==> config.mk <==
export PLATFORM = sky130hd
export DESIGN_NAME = dio_top
export DESIGN_NICKNAME = d
export VERILOG_FILES = /design/src/rtl/dio_pkg.sv /design/src/rtl/dio_counter.sv /design/src/rtl/dio_port.sv /design/src/rtl/dio_top.sv
export VERILOG_INCLUDE_DIRS = /design/src /design/src/rtl
export SDC_FILE = /design/constraint.sdc
export NUM_CORES = 1
export LEC_CHECK = 0
export BUFFER_PORTS_ARGS = -buffer_cell sky130_fd_sc_hd__buf_2
export CAP_MARGIN = 10
export CORE_ASPECT_RATIO = 1.4
export CORE_MARGIN = 8
export CORE_UTILIZATION = 30
export DETAILED_ROUTE_END_ITERATION = 16
export PLACE_DENSITY = 0.54
export SETUP_SLACK_MARGIN = 0.02
export SYNTH_ARGS = -nofsm -noshare
export SYNTH_HDL_FRONTEND = slang
export SYNTH_SLANG_ARGS = --single-unit
==> constraint.sdc <==
create_clock -name CLK_SYS -period 3.6 [get_ports CLK_SYS]
set_input_delay 0.54 -clock CLK_SYS [delete_from_list [all_inputs] [get_ports CLK_SYS]]
set_output_delay 0.54 -clock CLK_SYS [all_outputs]
set_load 0.05 [all_outputs]
==> src/rtl/dio_map.svh <==
// offsets, field positions, reset values and counts of the board map
`ifndef DIO_MAP_SVH
`define DIO_MAP_SVH

// ****************************************************************
// register offsets
// ****************************************************************
`define DIO_SPAN 10'h00C
`define DIO_OFF_PORT_A 4'h0
`define DIO_OFF_PORT_B 4'h1
`define DIO_OFF_PORT_C 4'h2
`define DIO_OFF_PORT_CFG 4'h3
`define DIO_OFF_INT_EN 4'h4
`define DIO_OFF_INT_STAT 4'h5
`define DIO_OFF_CNT0 4'h8
`define DIO_OFF_CNT1 4'h9
`define DIO_OFF_CNT2 4'hA
`define DIO_OFF_CNT_CTRL 4'hB

// ****************************************************************
// port configuration fields
// ****************************************************************
`define DIO_CFG_SET_BIT 7
`define DIO_CFG_A_IN_BIT 4
`define DIO_CFG_CU_IN_BIT 3
`define DIO_CFG_B_IN_BIT 1
`define DIO_CFG_CL_IN_BIT 0
`define DIO_CFG_LINE_HI 3
`define DIO_CFG_LINE_LO 1
`define DIO_CFG_LEVEL_BIT 0
`define DIO_CFG_RESET 8'h9B
`define DIO_LATCH_RESET 8'h00

// ****************************************************************
// counter control fields
// ****************************************************************
`define DIO_CC_SEL_HI 7
`define DIO_CC_SEL_LO 6
`define DIO_CC_ACC_HI 5
`define DIO_CC_ACC_LO 4
`define DIO_CC_MODE_HI 3
`define DIO_CC_MODE_LO 1
`define DIO_CC_SEL_READBACK 2'h3
`define DIO_ACC_LATCH 2'h0
`define DIO_ACC_LSB 2'h1
`define DIO_ACC_MSB 2'h2
`define DIO_ACC_BOTH 2'h3
`define DIO_ACC_RESET 2'h3
`define DIO_MODE_TERMINAL 3'h0
`define DIO_MODE_RESET 3'h2

// ****************************************************************
// interrupt sources and timing
// ****************************************************************
`define DIO_SRC_CNT0 3'h0
`define DIO_SRC_CNT1 3'h1
`define DIO_SRC_CNT2 3'h2
`define DIO_SRC_PORT_A_HS 3'h3
`define DIO_SRC_PORT_B_HS 3'h4
`define DIO_SRC_EXT 3'h5
`define DIO_HS_A_LINE 3
`define DIO_HS_B_LINE 0
`define DIO_CNT_DIV 16

`endif

==> src/rtl/dio_pkg.sv <==
// types shared by the board register logic
package dio_pkg;

  // one decoded host access, offset relative to the base
  typedef struct packed {
    logic rd;
    logic wr;
    logic [3:0] offset;
    logic [7:0] data;
  } dio_req_type;

  // direction of each port group, one means input
  typedef struct packed {
    logic a_in;
    logic cu_in;
    logic b_in;
    logic cl_in;
  } dio_dir_type;

endpackage

==> src/rtl/dio_counter.sv <==
// one 16-bit down counter with byte-wide load and read
`timescale 1ns/10ps
`include "dio_map.svh"
module dio_counter
  import dio_pkg::*;
#(
  parameter int WIDTH = 16
) (
  // clock and reset
  input wire logic clk,
  input wire logic reset,
  // count rate enable
  input wire logic tick,
  // control word for this counter
  input wire logic ctrl_wr,
  input wire logic [1:0] ctrl_access,
  input wire logic [2:0] ctrl_mode,
  // data location access
  input wire logic data_wr,
  input wire logic data_rd,
  input wire logic [7:0] wdata,
  output logic [7:0] rdata,
  output logic count_out
);

  logic [WIDTH-1:0] count_reg, reload_reg, latch_reg, reload_next;
  logic [1:0] access_reg;
  logic [2:0] mode_reg;
  logic wr_hi_reg, rd_hi_reg, latched_reg, run_reg, out_reg, load_done;
  logic [WIDTH-1:0] rd_src;
  logic rd_hi;

  // ****************************************************************
  // load assembly
  // ****************************************************************
  always_comb begin
    reload_next = reload_reg;
    load_done = 1'b0;
    unique case (access_reg)
      `DIO_ACC_LSB: begin
        reload_next = {{(WIDTH-8){1'b0}}, wdata};
        load_done = data_wr;
      end
      `DIO_ACC_MSB: begin
        reload_next = {wdata, reload_reg[7:0]} & {{8{1'b1}}, 8'h00};
        load_done = data_wr;
      end
      default: begin
        if (wr_hi_reg) begin
          reload_next = {wdata, reload_reg[7:0]};
        end else begin
          reload_next = {reload_reg[WIDTH-1:8], wdata};
        end
        load_done = data_wr & wr_hi_reg;
      end
    endcase
  end

  always_ff @(posedge clk) begin
    if (reset) begin
      access_reg <= `DIO_ACC_RESET;
      mode_reg <= `DIO_MODE_RESET;
      wr_hi_reg <= 1'b0;
      reload_reg <= '0;
    end else if (ctrl_wr && ctrl_access != `DIO_ACC_LATCH) begin
      access_reg <= ctrl_access;
      mode_reg <= ctrl_mode;
      wr_hi_reg <= 1'b0;
    end else if (data_wr) begin
      reload_reg <= reload_next;
      if (access_reg == `DIO_ACC_BOTH) begin
        wr_hi_reg <= ~wr_hi_reg;
      end
    end
  end

  // ****************************************************************
  // counting: starts on the first tick after the load completes
  // ****************************************************************
  always_ff @(posedge clk) begin
    if (reset) begin
      count_reg <= '0;
      run_reg <= 1'b0;
      out_reg <= 1'b0;
    end else if (load_done) begin
      count_reg <= reload_next;
      run_reg <= 1'b1;
      out_reg <= (mode_reg != `DIO_MODE_TERMINAL);
    end else if (ctrl_wr && ctrl_access != `DIO_ACC_LATCH) begin
      run_reg <= 1'b0;
      out_reg <= (ctrl_mode != `DIO_MODE_TERMINAL);
    end else if (tick && run_reg) begin
      if (mode_reg == `DIO_MODE_TERMINAL) begin
        count_reg <= count_reg - 1'b1;
        if (count_reg == {{(WIDTH-1){1'b0}}, 1'b1}) begin
          out_reg <= 1'b1;
        end
      end else if (count_reg == {{(WIDTH-1){1'b0}}, 1'b1}) begin
        // one low tick per period, so each period gives a rising edge
        count_reg <= reload_reg;
        out_reg <= 1'b0;
      end else begin
        count_reg <= count_reg - 1'b1;
        out_reg <= 1'b1;
      end
    end
  end

  // ****************************************************************
  // read path with count latch
  // ****************************************************************
  always_comb begin
    rd_src = latched_reg ? latch_reg : count_reg;
    rd_hi = (access_reg == `DIO_ACC_MSB) ||
            (access_reg == `DIO_ACC_BOTH && rd_hi_reg);
    rdata = rd_hi ? rd_src[WIDTH-1:8] : rd_src[7:0];
  end

  always_ff @(posedge clk) begin
    if (reset) begin
      rd_hi_reg <= 1'b0;
      latched_reg <= 1'b0;
      latch_reg <= '0;
    end else if (ctrl_wr && ctrl_access == `DIO_ACC_LATCH) begin
      if (!latched_reg) begin
        latch_reg <= count_reg;
        latched_reg <= 1'b1;
      end
    end else if (ctrl_wr) begin
      rd_hi_reg <= 1'b0;
      latched_reg <= 1'b0;
    end else if (data_rd) begin
      if (access_reg == `DIO_ACC_BOTH) begin
        rd_hi_reg <= ~rd_hi_reg;
        if (rd_hi_reg) begin
          latched_reg <= 1'b0;
        end
      end else begin
        latched_reg <= 1'b0;
      end
    end
  end

  assign count_out = out_reg;

endmodule

==> src/rtl/dio_port.sv <==
// three parallel ports with their configuration word
`timescale 1ns/10ps
`include "dio_map.svh"
module dio_port
  import dio_pkg::*;
(
  // clock and reset
  input wire logic clk,
  input wire logic reset,
  // decoded host access
  input wire dio_req_type req,
  // external lines
  input wire logic [7:0] a_in,
  input wire logic [7:0] b_in,
  input wire logic [7:0] c_in,
  output logic [7:0] a_out,
  output logic [7:0] b_out,
  output logic [7:0] c_out,
  output logic [7:0] a_oe_n,
  output logic [7:0] b_oe_n,
  output logic [7:0] c_oe_n,
  // read data for the port locations
  output logic [7:0] rdata
);

  // a literal cannot be bit-selected, so the reset word is named first
  localparam logic [7:0] CFG_RESET = `DIO_CFG_RESET;

  dio_dir_type dir_reg;
  logic [7:0] a_reg, b_reg, c_reg;
  logic cfg_wr;
  logic [2:0] line;

  assign cfg_wr = req.wr && req.offset == `DIO_OFF_PORT_CFG;
  assign line = req.data[`DIO_CFG_LINE_HI:`DIO_CFG_LINE_LO];

  // ****************************************************************
  // configuration word
  // ****************************************************************
  always_ff @(posedge clk) begin
    if (reset) begin
      dir_reg <= {CFG_RESET[`DIO_CFG_A_IN_BIT],
                  CFG_RESET[`DIO_CFG_CU_IN_BIT],
                  CFG_RESET[`DIO_CFG_B_IN_BIT],
                  CFG_RESET[`DIO_CFG_CL_IN_BIT]};
    end else if (cfg_wr && req.data[`DIO_CFG_SET_BIT]) begin
      // mode bits are not kept: only basic mode exists here
      dir_reg.a_in <= req.data[`DIO_CFG_A_IN_BIT];
      dir_reg.cu_in <= req.data[`DIO_CFG_CU_IN_BIT];
      dir_reg.b_in <= req.data[`DIO_CFG_B_IN_BIT];
      dir_reg.cl_in <= req.data[`DIO_CFG_CL_IN_BIT];
    end
  end

  // ****************************************************************
  // output latches
  // ****************************************************************
  always_ff @(posedge clk) begin
    if (reset) begin
      a_reg <= `DIO_LATCH_RESET;
      b_reg <= `DIO_LATCH_RESET;
      c_reg <= `DIO_LATCH_RESET;
    end else if (cfg_wr && req.data[`DIO_CFG_SET_BIT]) begin
      a_reg <= `DIO_LATCH_RESET;
      b_reg <= `DIO_LATCH_RESET;
      c_reg <= `DIO_LATCH_RESET;
    end else if (cfg_wr) begin
      c_reg[line] <= req.data[`DIO_CFG_LEVEL_BIT];
    end else if (req.wr) begin
      if (req.offset == `DIO_OFF_PORT_A) begin
        a_reg <= req.data;
      end
      if (req.offset == `DIO_OFF_PORT_B) begin
        b_reg <= req.data;
      end
      if (req.offset == `DIO_OFF_PORT_C) begin
        c_reg <= req.data;
      end
    end
  end

  // ****************************************************************
  // buffer direction and read data
  // ****************************************************************
  assign a_out = a_reg;
  assign b_out = b_reg;
  assign c_out = c_reg;
  assign a_oe_n = {8{dir_reg.a_in}};
  assign b_oe_n = {8{dir_reg.b_in}};
  assign c_oe_n = {{4{dir_reg.cu_in}}, {4{dir_reg.cl_in}}};

  always_comb begin
    unique case (req.offset)
      `DIO_OFF_PORT_A: rdata = dir_reg.a_in ? a_in : a_reg;
      `DIO_OFF_PORT_B: rdata = dir_reg.b_in ? b_in : b_reg;
      `DIO_OFF_PORT_C: begin
        rdata = {dir_reg.cu_in ? c_in[7:4] : c_reg[7:4],
                 dir_reg.cl_in ? c_in[3:0] : c_reg[3:0]};
      end
      default: rdata = 8'h00;
    endcase
  end

endmodule

==> src/rtl/dio_top.sv <==
// board register decoder: host i/o locations, ports, counters, interrupt
//
// Contract
// decode twelve consecutive byte locations from the switch-selected base
// offset 0 reads port A inputs, writes port A outputs
// offset 1 reads port B inputs, writes port B outputs
// offset 2 accesses port C as two halves with own direction
// config write with bit 7 set loads a new port configuration
// host always writes config bit 6 as zero
// basic mode configurations run from 80 to 9B hex
// bits 4,3,1,0 make port A, C upper, B, C lower inputs
// config write with bit 7 clear sets or clears one port C line
// bits 3..1 pick the port C line, bit 0 its level
// offset 4 write of one enables, zero disables interrupts
// offset 5 read shows the pending flag in bit 0
// any write to offset 5 clears the pending flag; here an enabled rising edge in the same cycle keeps it set
// host clears the pending flag after each time it sets
// offsets 8, 9, 10 read the three counters' counts
// counter write loads it and counting starts once loaded
// offset 11 write goes to the shared counter control word
// line buffer direction follows the latest port configuration
// enabled rising edge of source raises interrupt line and flag
// interrupt source is one of six selectable signals
// host uses byte-wide accesses only
// reserved and write-only locations read zero, reserved writes ignored
`timescale 1ns/10ps
`include "dio_map.svh"
module dio_top
  import dio_pkg::*;
#(
  parameter int ADDR_WIDTH = 10,
  parameter int CNT_WIDTH = 16,
  parameter int CNT_DIV = `DIO_CNT_DIV
) (
  // clock and reset
  input wire logic CLK_SYS,
  input wire logic RESET,
  // host i/o bus
  input wire logic [ADDR_WIDTH-1:0] IO_ADDR,
  input wire logic [7:0] IO_WDATA,
  input wire logic IO_RD,
  input wire logic IO_WR,
  output logic IO_SELECTED,
  output logic [7:0] IO_RDATA,
  output logic IO_RDATA_VALID,
  // board settings
  input wire logic [ADDR_WIDTH-1:0] BASE_SELECT_SWITCH,
  input wire logic [2:0] INT_SOURCE_SELECT,
  // digital lines of the main and aux io connectors
  input wire logic [7:0] PORT_A_IN,
  output logic [7:0] PORT_A_OUT,
  output logic [7:0] PORT_A_OE_N,
  input wire logic [7:0] PORT_B_IN,
  output logic [7:0] PORT_B_OUT,
  output logic [7:0] PORT_B_OE_N,
  input wire logic [7:0] PORT_C_IN,
  output logic [7:0] PORT_C_OUT,
  output logic [7:0] PORT_C_OE_N,
  // counters and interrupt
  output logic [2:0] COUNTER_OUT,
  input wire logic EXTERNAL_INTERRUPT_INPUT,
  output logic IRQ
);

  // ****************************************************************
  // address decode
  // ****************************************************************
  function automatic logic in_window(input logic [ADDR_WIDTH-1:0] addr,
                                     input logic [ADDR_WIDTH-1:0] base);
    logic [ADDR_WIDTH:0] rel;
    rel = {1'b0, addr} - {1'b0, base};
    in_window = (addr >= base) &&
                (rel < {1'b0, ADDR_WIDTH'(`DIO_SPAN)});
  endfunction

  logic hit;
  logic [ADDR_WIDTH-1:0] rel_addr;
  dio_req_type req;

  assign hit = in_window(IO_ADDR, BASE_SELECT_SWITCH);
  assign rel_addr = IO_ADDR - BASE_SELECT_SWITCH;
  assign req.rd = IO_RD & hit;
  assign req.wr = IO_WR & hit;
  assign req.offset = rel_addr[3:0];
  assign req.data = IO_WDATA;
  assign IO_SELECTED = hit;

  // ****************************************************************
  // parallel ports
  // ****************************************************************
  logic [7:0] port_rdata;

  dio_port u_port (
    .clk(CLK_SYS),
    .reset(RESET),
    .req(req),
    .a_in(PORT_A_IN),
    .b_in(PORT_B_IN),
    .c_in(PORT_C_IN),
    .a_out(PORT_A_OUT),
    .b_out(PORT_B_OUT),
    .c_out(PORT_C_OUT),
    .a_oe_n(PORT_A_OE_N),
    .b_oe_n(PORT_B_OE_N),
    .c_oe_n(PORT_C_OE_N),
    .rdata(port_rdata)
  );

  // ****************************************************************
  // count rate divider
  // ****************************************************************
  logic [15:0] div_reg;
  logic tick;

  assign tick = (div_reg == 16'(CNT_DIV - 1));

  always_ff @(posedge CLK_SYS) begin
    if (RESET || tick) begin
      div_reg <= 16'h0000;
    end else begin
      div_reg <= div_reg + 16'h0001;
    end
  end

  // ****************************************************************
  // counters and shared control word
  // ****************************************************************
  logic cc_wr;
  logic [1:0] cc_sel;
  logic [2:0] cnt_ctrl_wr, cnt_data_wr, cnt_data_rd, cnt_out;
  logic [7:0] cnt_rdata [3];

  assign cc_wr = req.wr && req.offset == `DIO_OFF_CNT_CTRL;
  assign cc_sel = IO_WDATA[`DIO_CC_SEL_HI:`DIO_CC_SEL_LO];

  genvar gi;
  generate
    for (gi = 0; gi < 3; gi++) begin : g_cnt
      localparam logic [3:0] OFF = `DIO_OFF_CNT0 + 4'(gi);
      assign cnt_ctrl_wr[gi] = cc_wr && cc_sel == 2'(gi);
      assign cnt_data_wr[gi] = req.wr && req.offset == OFF;
      assign cnt_data_rd[gi] = req.rd && req.offset == OFF;
      dio_counter #(
        .WIDTH(CNT_WIDTH)
      ) u_cnt (
        .clk(CLK_SYS),
        .reset(RESET),
        .tick(tick),
        .ctrl_wr(cnt_ctrl_wr[gi]),
        .ctrl_access(IO_WDATA[`DIO_CC_ACC_HI:`DIO_CC_ACC_LO]),
        .ctrl_mode(IO_WDATA[`DIO_CC_MODE_HI:`DIO_CC_MODE_LO]),
        .data_wr(cnt_data_wr[gi]),
        .data_rd(cnt_data_rd[gi]),
        .wdata(IO_WDATA),
        .rdata(cnt_rdata[gi]),
        .count_out(cnt_out[gi])
      );
    end
  endgenerate

  assign COUNTER_OUT = cnt_out;

  // ****************************************************************
  // interrupt
  // ****************************************************************
  logic int_en_reg, pending_reg, src_reg, src;

  always_comb begin
    unique case (INT_SOURCE_SELECT)
      `DIO_SRC_CNT0: src = cnt_out[0];
      `DIO_SRC_CNT1: src = cnt_out[1];
      `DIO_SRC_CNT2: src = cnt_out[2];
      `DIO_SRC_PORT_A_HS: src = PORT_C_IN[`DIO_HS_A_LINE];
      `DIO_SRC_PORT_B_HS: src = PORT_C_IN[`DIO_HS_B_LINE];
      `DIO_SRC_EXT: src = EXTERNAL_INTERRUPT_INPUT;
      default: src = 1'b0;
    endcase
  end

  always_ff @(posedge CLK_SYS) begin
    if (RESET) begin
      int_en_reg <= 1'b0;
    end else if (req.wr && req.offset == `DIO_OFF_INT_EN) begin
      int_en_reg <= IO_WDATA[0];
    end
  end

  always_ff @(posedge CLK_SYS) begin
    if (RESET) begin
      src_reg <= 1'b0;
    end else begin
      src_reg <= src;
    end
  end

  // a new edge wins over a clear in the same cycle
  always_ff @(posedge CLK_SYS) begin
    if (RESET) begin
      pending_reg <= 1'b0;
    end else if (int_en_reg && src && !src_reg) begin
      pending_reg <= 1'b1;
    end else if (req.wr && req.offset == `DIO_OFF_INT_STAT) begin
      pending_reg <= 1'b0;
    end
  end

  assign IRQ = pending_reg;

  // ****************************************************************
  // read data
  // ****************************************************************
  always_ff @(posedge CLK_SYS) begin
    if (RESET) begin
      IO_RDATA <= 8'h00;
      IO_RDATA_VALID <= 1'b0;
    end else begin
      IO_RDATA_VALID <= req.rd;
      if (req.rd) begin
        unique case (req.offset)
          `DIO_OFF_PORT_A, `DIO_OFF_PORT_B, `DIO_OFF_PORT_C: begin
            IO_RDATA <= port_rdata;
          end
          `DIO_OFF_INT_STAT: IO_RDATA <= {7'h00, pending_reg};
          `DIO_OFF_CNT0: IO_RDATA <= cnt_rdata[0];
          `DIO_OFF_CNT1: IO_RDATA <= cnt_rdata[1];
          `DIO_OFF_CNT2: IO_RDATA <= cnt_rdata[2];
          default: IO_RDATA <= 8'h00;
        endcase
      end
    end
  end

endmodule

==> metrics.csv, run 1 <==
stage,metric,value,unit
clock_tree,CTS tree,yes,
die,chip width,193,µm
die,Die Span Y,264,µm
yosys,library cells used by synthesis,86,
worst_setup_path,WP data required,3.06,ns
timing,fmax,0.290,GHz
global_routing,vias in the first global route,12414,
yosys,sequential area share after synthesis,35.0,%
yosys,Synth Area in XOR/XNOR,1.67,%
die,die area,50800,µm²
drt,WL/cell,20.8,µm
yosys,simple-gate area share of the yosys netlist,20.3,%
pwr,Power Density,370,nW/µm²
place,PortBufs,121,
timing,setup violators final,0,
worst_setup_path,reg2reg path depth,9,
die,Core ar.,43100,µm²
worst_setup_path,r2r setup slk,0.67,ns
layout,P&R area growth vs syn,18.1,%
clock_tree,clk_lat worst skew,0.55,ns
pwr,peak supply drop,0.000251,V
timing,setup TNS,0,ns
timing,min Tclk post-route,3.45,ns
worst_setup_path,crit path DAT,2.91,ns
pwr,Sw Pwr,1.44,mW
drt,via count,12575,
die,IO Count,122,
yosys,Compound-Gate Fraction of Synth Area,21.7,%
drt,Via density,5.57,
worst_setup_path,largest fanout on the critical path,15,
clock_tree,TritonCTS buffer count,26,
global_routing,largest net degree at the start of global routing,79,
clock_tree,H-Tree Depth,1,
yosys,top-area cell type share of the netlist area,35.0,%
run_status,run status,"finished, final reports clean",
pwr,Sw Ratio,25.2,%
timing,Max-slew headroom,39.0,%
timing,Slew @ Worst Pin,0.915,ns
pwr,P_int,4.30,mW
layout,Final Util,36.0,%
hold_path,worst hold start,INT_SOURCE_SELECT[2],
place,gpl congestion,0.902,
worst_setup_path,Reg2Reg Capture Point,g_cnt[0].u_cnt.count_reg[9],
drt,final antenna-violating net count,0,
worst_setup_path,crit path capture type,primary output,
hold_path,hold path cells,3,
global_routing,first-pass GRT wire length,73.2,mm
global_routing,initial antenna violation count,2,
worst_setup_path,Crit Path Class,input pin to primary output,
yosys,Yosys reg bits,230,
drt,initial DRC count,863,
yosys,"EDFF count, synth",0,
yosys,post-synthesis mux area share,12.3,%
clock_tree,root buffer cell,clkbuf_16,
clock_tree,clock tree buffer depth,3,
timing,period utilization,95.8,%
worst_setup_path,max incr delay on CP,0.39,ns
worst_setup_path,slowest CP cell,fa_1,
drt,# DRC,0,
yosys,Post-Syn Area per Cell,8.38,µm²
job,max-cap violations,0,
clock_tree,clock-pin slew on the worst setup and hold paths,0.06,ns
yosys,Main synth FF type,dfxtp_1,
timing,Final Max Tran Viols,0,
yosys,cell count after synthesis,1567,
worst_setup_path,r2r startpoint,g_cnt[0].u_cnt.count_reg[7],
yosys,Post-Syn Area,13100,µm²
timing,RSZ-0062 raised after global routing,no,
hold_path,HP Class,input pin to register,
yosys,ys async rst share,0,%
timing,Clock Skews,0.0202,ns
drt,Final Routed Wirelength,47.0,mm
layout,Final #Nets,1775,
pwr,Comb pwr share,8.7,%
yosys,largest family of logic cells by synthesized area,compound AO/OA/AOI/OAI gates,
global_routing,GRT Residual Overflow,0,
timing,Hold Fails Final Rpt,0,
drt,DRT Pass-1 Iters,5,
pwr,clock share of power,46.8,%
yosys,synth top area cells,"dfxtp_1 35%, mux2i_1 7.8%, nor2_1 5.6%",
clock_tree,clk sink count,230,
yosys,Synth Area in Adders,2.63,%
yosys,Yosys warning total,0,
pwr,P_leak,6.53,nW
die,initial core utilization,30.5,%
worst_setup_path,Setup crit start kind,input pin,
layout,share of cells above drive strength 1,19.2,%
timing,final hold slack,0.374,ns
worst_setup_path,worst-path cell chain,buf_2 -> inv_1 -> ha_1 -> fa_1 -> nand2b_1 -> a21o_1 -> a311oi_1 -> o221a_2 -> nand3_4 -> inv_4 -> buf_12 -> clkbuf_4,
global_routing,GRT Total Usage,18.0,%
place,DPL Wire Length,34.4,mm
yosys,top cell type by total area after synthesis,dfxtp_1,
yosys,post-synth net total,1654,
die,FP Rows,90,
hold_path,Hold Path Sink,src_reg,
pwr,Flop pwr share,44.5,%
power by group through the flow:
| stage | Combinational [mW] | Clock (mW) | Sequential [mW] |
|---|---|---|---|
| floorplan | 0.271 | 0 | 2.61 |
| global placement | 0.486 | 0 | 2.61 |
| detailed placement | 0.491 | 0 | 2.61 |
| CTS | 0.492 | 2.74 | 2.55 |
| global route | 0.533 | 2.84 | 2.55 |
| finish | 0.500 | 2.69 | 2.55 |
cells in the mapped netlist, types with 7 or more instances:
cell      count
nand2_1     119
nor2_1      196
o21ai_0      79
or2_2         7
xor2_1        9
nand4_1      14
a221o_1       7
a22oi_1      32
nor4_1       10
clkbuf_1     72
and3_1       15
buf_4        27
nor3_1       49
o22ai_1      16
nand2b_1     13
mux4_2       25
a211oi_1     24
mux2i_1     102
and2_1       11
buf_2        20
a21oi_1     124
inv_1        53
a31oi_1      10
or3_1        15
buf_1        10
a22o_1       13
o21bai_1     13
o221ai_1     15
o211ai_1     13
xnor2_1      16
dfxtp_1     230
ha_1         26
nand3_1      38
a221oi_1     25
nor2b_1       9
cell families after synthesis:
logic type      after synthesis
fa+ha+maj                    27
flops                       230
buf+inv                     185
mux                         130
compound gates              427
simple gates                543
xor+xnor                     25
cell usage in the layout, fill, tap and decap left out, types with 14 or more instances in the layout:
master / synthesis / layout
xnor2_1: 16 / 16
mux2i_1: 102 / 102
nand3_1: 38 / 38
ha_1: 26 / 26
inv_1: 53 / 53
or3_1: 15 / 15
buf_4: 27 / 99
a21oi_1: 124 / 124
and3_1: 15 / 15
o22ai_1: 16 / 16
clkbuf_16: 0 / 27
nor2_1: 196 / 196
nand4_1: 14 / 14
buf_2: 20 / 119
dfxtp_1: 230 / 230
nor3_1: 49 / 49
a211oi_1: 24 / 23
a221oi_1: 25 / 25
a22oi_1: 32 / 32
nand2_1: 119 / 119
o21ai_0: 79 / 79
o221ai_1: 15 / 15
mux4_2: 25 / 25
area by class of cell:
cell class	count	area (µm²)
Clock buffer	42	802
Sequential cell	230	4600
Timing Repair Buffer	224	1450
Multi-Input combinational cell	1152	7720
Inverter	54	205
Antenna cell	1	2.50
Clock inverter	4	45.0
Fill cell	4495	27600
Tap cell	552	691
per-stage QoR:
stage               cells  instance area [µm²]  setup WS, ns  power [mW]
floorplan            1567                13100         0.162        2.88
global placement     2212                14700       0.00178        3.09
detailed placement   2212                14700       -0.0344        3.10
CTS                  2258                15500        0.0405        5.79
global route         2259                15500        0.0361        5.92
finish               2259                15500         0.151        5.74
repair_timing:
action                     CTS  global route
setup buffers                0             0
gates resized for setup      0             3
setup endpoints to repair    0             1
hold buffers                 0             0
per-layer routing:
| layer | part of all wire [%] | GRT usage (%) | routed length, µm |
|---|---|---|---|
| met5 | 0.026 | 0 | 12 |
| met4 | 3.3 | 6.70 | 1540 |
| met3 | 6.4 | 2.77 | 2990 |
| met2 | 49 | 30.4 | 22800 |
| met1 | 42 | 22.7 | 19700 |
critical path: cells and delay by family:
| family | cells | cell delay [ns] |
|---|---|---|
| AOI/OAI and AO/OA | 3 | 0.77 |
| buffers and inverters | 5 | 0.66 |
| adders and majority gates | 2 | 0.60 |
| and+or+nand+nor | 2 | 0.31 |
worst max-delay path by stage:
stage	from	endpoint	cells past startpoint
2_1_floorplan	BASE_SELECT_SWITCH[3]	IO_SELECTED	10
3_3_place_gp	IO_ADDR[0]	g_cnt[1].u_cnt.reload_reg[12]	14
3_5_place_dp	IO_ADDR[0]	g_cnt[2].u_cnt.latch_reg[10]	14
4_1_cts	IO_ADDR[0]	IO_SELECTED	12
5_1_grt	IO_ADDR[3]	IO_SELECTED	10
6_report	IO_ADDR[0]	IO_SELECTED	12
Power figures use the tool's default switching activity.
==> run 2, diff against run 1 <==
--- a/config.mk
+++ b/config.mk
@@ -12,8 +12,8 @@
 export CORE_MARGIN = 8
 export CORE_UTILIZATION = 30
 export DETAILED_ROUTE_END_ITERATION = 16
-export PLACE_DENSITY = 0.54
 export SETUP_SLACK_MARGIN = 0.02
+export SLEW_MARGIN = 20
 export SYNTH_ARGS = -nofsm -noshare
 export SYNTH_HDL_FRONTEND = slang
 export SYNTH_SLANG_ARGS = --single-unit
==> metrics.csv, run 2 (same netlist as run 1, synthesis figures left out) <==
stage,metric,value,unit,change
drt,met3 WL,2.89,mm,-3.5%
timing,min Tclk post-route,3.43,ns,-0.0203 ns
pwr,clock share of power,47.0,%,+0.2 points
worst_setup_path,largest fanout on the critical path,14,,-1
pwr,Comb pwr share,8.7,%,about the same
clock_tree,CTS Hold Buffers Added,0,,unchanged
drt,DRT Pass-1 Iters,5,,unchanged
drt,DRT met1 WL,17.6,mm,-10%
drt,initial DRC count,1057,,+22%
drt,via count,12752,,+1.4%
timing,Final Max Tran Viols,0,,unchanged
clock_tree,TritonCTS buffer count,24,,-7.7%
drt,top sig layer,met5,,
pwr,P_leak,6.56,nW,+0.57%
layout,share of cells above drive strength 1,19.4,%,+0.27 points
timing,period utilization,95.3,%,-0.56 points
global_routing,largest net degree at the start of global routing,62,,-22%
global_routing,vias in the first global route,12453,,+0.31%
layout,"commonest cells after routing, fill and taps aside","230 x dfxtp_1, 196 x nor2_1, 124 x a21oi_1, 119 x nand2_1, 119 x buf_2",,
place,DPL Wire Length,34.0,mm,-1.2%
worst_setup_path,r2r startpoint,g_cnt[0].u_cnt.count_reg[6],,
die,IO Count,122,,unchanged
hold_path,HP Class,input pin to register,,
hold_path,worst hold start,IO_WDATA[2],,
clock_tree,clk sink count,230,,unchanged
layout,Fillers,4453,,-0.93%
drt,Via density,5.63,,+1.2%
place,gpl congestion,0.946,,+4.9%
drt,# DRC,0,,unchanged
pwr,Power Density,369,nW/µm²,about the same
global_routing,first-pass GRT wire length,70.8,mm,-3.3%
clock_tree,H-Tree Depth,1,,unchanged
die,initial core utilization,30.5,%,unchanged
pwr,peak supply drop,0.000232,V,-7.7%
place,placed cells,2216,,+0.18%
place,PortBufs,121,,unchanged
drt,final antenna-violating net count,0,,unchanged
pwr,Sw Ratio,23.9,%,-1.3 points
clock_tree,clock-pin slew on the worst setup and hold paths,0.06,ns,about the same
clock_tree,CTS tree,yes,,
die,Core ar.,43100,µm²,unchanged
layout,"commonest non-fill, non-tap cell in the layout",dfxtp_1,,
layout,Final #Nets,1777,,+0.11%
global_routing,initial antenna violation count,4,,+2
die,FP Rows,90,,unchanged
timing,Slew @ Worst Pin,0.924,ns,+0.00885 ns
worst_setup_path,r2r setup slk,0.50,ns,-0.17 ns
layout,Non-Filler Instances,2263,,+0.18%
clock_tree,clock tree buffer depth,3,,unchanged
timing,Setup WS post-layout,0.171,ns,+0.0203 ns
die,die area,50800,µm²,unchanged
timing,Max-slew headroom,38.4,%,-0.59 points
die,Die Span Y,264,µm,unchanged
clock_tree,clk_lat worst skew,0.53,ns,-0.02 ns
timing,setup violators final,0,,unchanged
clock_tree,root buffer cell,clkbuf_16,,
timing,Hold Fails Final Rpt,0,,unchanged
job,max-cap violations,0,,unchanged
drt,met2 wire len,22.6,mm,-0.88%
die,chip width,193,µm,unchanged
run_status,run status,"finished, final reports clean",,
pwr,P_int,4.39,mW,+2.1%
timing,Clock Skews,0.00910,ns,-0.0111 ns
worst_setup_path,Crit Path Class,input pin to primary output,,
pwr,Flop pwr share,44.3,%,-0.2 points
pwr,Sw Pwr,1.38,mW,-4.7%
worst_setup_path,Reg2Reg Capture Point,g_cnt[0].u_cnt.count_reg[6],,
drt,WL/cell,20.2,µm,-3.1%
global_routing,GRT Residual Overflow,0,,unchanged
worst_setup_path,crit path DAT,2.89,ns,-0.02 ns
hold_path,hold path cells,3,,unchanged
hold_path,Hold Path Sink,g_cnt[2].u_cnt.count_reg[10],,
timing,fmax,0.292,GHz,+0.59%
layout,P&R area growth vs syn,18.7,%,
layout,FF+latch area,4600,µm²,unchanged
timing,setup TNS,0,ns,unchanged
worst_setup_path,crit path capture type,primary output,,
worst_setup_path,Setup crit start kind,input pin,,
timing,RSZ-0062 raised after global routing,no,,
worst_setup_path,WP data required,3.06,ns,about the same
drt,Final Routed Wirelength,45.7,mm,-2.9%
place,pre-CTS setup slack,-0.0722,ns,-0.0377 ns
timing,final hold slack,0.416,ns,+0.0420 ns
layout,area of the multi-input gates,7720,µm²,about the same
clock_tree,CTS resizes,0,,unchanged
global_routing,GRT Total Usage,17.3,%,-0.70 points
worst_setup_path,reg2reg path depth,7,,-2
## run 2: repair_timing
item                       in CTS  in global routing
pin swaps                       1                  1
setup buffers                   0                  1
setup endpoints to repair       1                  1
## run 2: per-layer routing
layer  global-route usage (%)  vias to the layer above
met5                        0                        -
met4                     9.18                        2
met3                     2.20                      127
met2                     30.2                      481
met1                     20.2                     6159
li1                         -                     5983
## run 2: power groups by stage
| stage | registers, mW | clock network, mW | logic [mW] |
|---|---|---|---|
| 2_1_floorplan | 2.61 | 0 | 0.271 |
| 3_3_place_gp | 2.61 | 0 | 0.484 |
| 3_5_place_dp | 2.61 | 0 | 0.489 |
| 4_1_cts | 2.55 | 2.76 | 0.491 |
| 5_1_grt | 2.55 | 2.86 | 0.531 |
| 6_report | 2.55 | 2.71 | 0.502 |
## run 2: per-stage QoR
stage	power [mW]	util [%]	instance area [µm²]
finish	5.76	36.2	15600
global route	5.94	36.2	15600
CTS	5.80	36.1	15600
detailed placement	3.10	34.1	14700
global placement	3.09	34.1	14700
floorplan	2.88	-	13100
## run 2: cell type report
class	count	share of cell area (%)
diodes	3	0.0481
clock buffers	38	4.90
clock inverters	6	0.674
multi-input cells	1152	49.5
well taps	552	4.43
repair buffers	228	9.63
flip-flops and latches	230	29.5
inverters	54	1.30
## run 2: critical path, stage by stage
cell	delay, ns
buf_2	0.10
ha_1	0.33
and2_1	0.17
a221o_1	0.35
or3_4	0.40
a221oi_4	0.34
nand3_4	0.11
inv_2	0.08
buf_4	0.26
buf_12	0.18
## run 2: worst max path at each step
stage                          start                      endpoint  slack (ns)  cells after the start
6_report                  IO_ADDR[4]                   IO_SELECTED        0.17                     10
5_1_grt        BASE_SELECT_SWITCH[4]                   IO_SELECTED        0.05                     11
4_1_cts                   IO_ADDR[4]                   IO_SELECTED        0.03                     11
3_5_place_dp              IO_ADDR[0]   g_cnt[0].u_cnt.count_reg[0]       -0.07                     13
3_3_place_gp              IO_ADDR[4]  g_cnt[1].u_cnt.reload_reg[0]       -0.01                     11
2_1_floorplan  BASE_SELECT_SWITCH[3]                   IO_SELECTED        0.16                     10
==> run 3, diff against run 2 <==
--- a/config.mk
+++ b/config.mk
@@ -6,12 +6,12 @@
 export SDC_FILE = /design/constraint.sdc
 export NUM_CORES = 1
 export LEC_CHECK = 0
-export BUFFER_PORTS_ARGS = -buffer_cell sky130_fd_sc_hd__buf_2
 export CAP_MARGIN = 10
 export CORE_ASPECT_RATIO = 1.4
 export CORE_MARGIN = 8
 export CORE_UTILIZATION = 30
 export DETAILED_ROUTE_END_ITERATION = 16
+export DONT_BUFFER_PORTS = 1
 export SETUP_SLACK_MARGIN = 0.02
 export SLEW_MARGIN = 20
 export SYNTH_ARGS = -nofsm -noshare
==> metrics.csv, run 3 (same netlist as run 1, synthesis figures left out) <==
stage,metric,value,unit,change
run_status,run status,"finished, final reports clean",,
timing,setup violators final,0,,unchanged
worst_setup_path,Reg2Reg Capture Point,g_cnt[0].u_cnt.count_reg[6],,
layout,"commonest cells after routing, fill and taps aside","226 x dfxtp_1, 196 x nor2_1, 124 x a21oi_1, 119 x nand2_1, 102 x mux2i_1",,
clock_tree,clock tree buffer depth,3,,unchanged
clock_tree,clk sink count,230,,unchanged
worst_setup_path,largest fanout on the critical path,18,,+4
drt,Via density,5.76,,+2.2%
clock_tree,CTS resizes,0,,unchanged
clock_tree,CTS Hold Buffers Added,0,,unchanged
worst_setup_path,worst setup path startpoint,IO_ADDR[0],,
layout,"commonest non-fill, non-tap cell in the layout",dfxtp_1,,
timing,fmax,0.303,GHz,+3.9%
pwr,P_leak,5.90,nW,-10%
global_routing,first-pass GRT wire length,68.2,mm,-3.7%
layout,Final Util,34.1,%,-2.1 points
place,gpl congestion,0.970,,+2.5%
worst_setup_path,r2r startpoint,g_cnt[0].u_cnt.count_reg[6],,
worst_setup_path,crit path DAT,2.76,ns,-0.13 ns
timing,Final Max Tran Viols,0,,unchanged
timing,Hold Fails Final Rpt,0,,unchanged
layout,Final #Nets,1639,,-7.8%
clock_tree,CTS tree,yes,,
worst_setup_path,max incr delay on CP,0.43,ns,+0.03 ns
drt,final antenna-violating net count,0,,unchanged
timing,period utilization,91.7,%,-3.6 points
global_routing,GRT Total Usage,16.8,%,-0.51 points
drt,via count,12202,,-4.3%
place,DPL Wire Length,32.1,mm,-5.5%
layout,P&R area growth vs syn,11.9,%,
worst_setup_path,CP Depth,10,,unchanged
clock_tree,H-Tree Depth,1,,unchanged
drt,initial DRC count,1144,,+8.2%
timing,Slew @ Worst Pin,0.920,ns,-0.00449 ns
global_routing,vias in the first global route,11804,,-5.2%
worst_setup_path,Crit Path Class,input pin to primary output,,
die,Core ar.,43100,µm²,unchanged
worst_setup_path,worst-path cell chain,inv_1 -> ha_1 -> fa_1 -> nand2b_1 -> a21o_1 -> a311oi_1 -> o221a_2 -> nand3_4 -> inv_2 -> buf_12,,
layout,Antenna Cells,0,,-3
pwr,Power Density,371,nW/µm²,+0.37%
global_routing,largest net degree at the start of global routing,162,,+160%
pwr,peak supply drop,0.000323,V,+40%
clock_tree,clk_lat worst skew,0.54,ns,about the same
worst_setup_path,CP Buf/Inv Count,3,,-1
worst_setup_path,reg2reg path depth,7,,unchanged
worst_setup_path,Worst setup endpoint,IO_SELECTED,,
clock_tree,TritonCTS buffer count,24,,unchanged
layout,Fillers,4470,,+0.38%
hold_path,HP Class,input pin to register,,
clock_tree,setup bufs post-CTS,0,,unchanged
drt,WL/cell,21.1,µm,+4.6%
pwr,Tot Pwr,5.45,mW,-5.4%
timing,min Tclk post-route,3.30,ns,-0.128 ns
drt,Final Routed Wirelength,44.7,mm,-2.1%
global_routing,GRT Residual Overflow,0,,unchanged
die,Die Span Y,264,µm,unchanged
worst_setup_path,r2r setup slk,0.48,ns,-0.02 ns
die,chip width,193,µm,unchanged
layout,share of cells above drive strength 1,12.3,%,-7.1 points
drt,DRT Pass-1 Iters,5,,unchanged
clock_tree,clock-pin slew on the worst setup and hold paths,0.06,ns,about the same
worst_setup_path,slowest CP cell,fa_1,,
drt,# DRC,0,,unchanged
die,die area,50800,µm²,unchanged
clock_tree,root buffer cell,clkbuf_16,,
worst_setup_path,crit path capture type,primary output,,
die,IO Count,122,,unchanged
worst_setup_path,WP data required,3.06,ns,about the same
timing,Max-slew headroom,38.2,%,-0.17 points
global_routing,initial antenna violation count,1,,-3
worst_setup_path,Setup crit start kind,input pin,,
job,max-cap violations,0,,unchanged
timing,Clock Skews,0.0327,ns,+0.0236 ns
worst_setup_path,"Largest delay share family, worst path",compound AO/OA/AOI/OAI gates,,
place,PortBufs,0,,-100%
die,FP Rows,90,,unchanged
timing,RSZ-0062 raised after global routing,no,,
die,initial core utilization,30.5,%,unchanged
==> run 3: changes by cell type in the layout (fill, tap and decap cells not counted), sizes merged <==
cell	delta
diode	-3
clkinvlp	+1
clkbuf	-7
inv	+2
buf	-138
==> run 3: worst min path at each step <==
stage	endpoint	slack, ns	startpoint	depth (start not counted)
4_1_cts	g_cnt[0].u_cnt.count_reg[13]	0.10	IO_WDATA[5]	2
5_1_grt	g_cnt[2].u_cnt.count_reg[0]	0.08	RESET	1
6_report	g_cnt[2].u_cnt.count_reg[0]	0.1	RESET	1
2_1_floorplan	div_reg[0]	0.41	div_reg[0]	1
3_5_place_dp	div_reg[0]	0.43	div_reg[0]	1
3_3_place_gp	div_reg[0]	0.43	div_reg[0]	1
==> run 3: per-layer routing <==
layer / routed length, µm / global-route usage [%] / up-vias / share of wire, %
li1: - / - / 5680 / -
met1: 17800 / 20.4 / 5942 / 40
met2: 21800 / 28.6 / 490 / 49
met3: 3230 / 2.69 / 90 / 7.2
met4: 1940 / 7.67 / 0 / 4.3
met5: 0 / 0 / - / 0
==> run 3: power breakdown <==
part           leakage [nW]  internal (mW)  switching [mW]
clock                 0.384           1.50            1.05
combinational          3.66          0.129           0.221
sequential             1.85           2.55         0.00519
==> run 3: through the flow <==
stage | setup slack, ns | std cells | area (µm²) | setup TNS, ns | hold WS (ns)
after floorplan | 0.162 | 1567 | 13100 | 0 | 0.413
after CTS | 0.307 | 2118 | 14700 | 0 | 0.103
after global placement | 0.00987 | 2078 | 13900 | 0 | 0.430
after global routing | 0.201 | 2118 | 14700 | 0 | 0.0794
after detailed placement | -0.0766 | 2078 | 13900 | -0.455 | 0.434
final | 0.299 | 2118 | 14700 | 0 | 0.0996
==> run 3: worst reg2reg max path: cells and delay by family (launching register included) <==
family / cells / cell delay [ns]
AND/OR/NAND/NOR: 4 / 1.82
AO/OA/AOI/OAI: 3 / 0.82
flip-flops: 1 / 0.39
==> run 3: area by class of cell <==
type	instances	area [µm²]	area share, %
repair buffers	90	688	4.68
multi-input cells	1152	7720	52.5
inverters	54	203	1.38
clock buffers	31	658	4.48
clock inverters	9	128	0.868
well taps	552	691	4.70
flip-flops and latches	230	4610	31.4
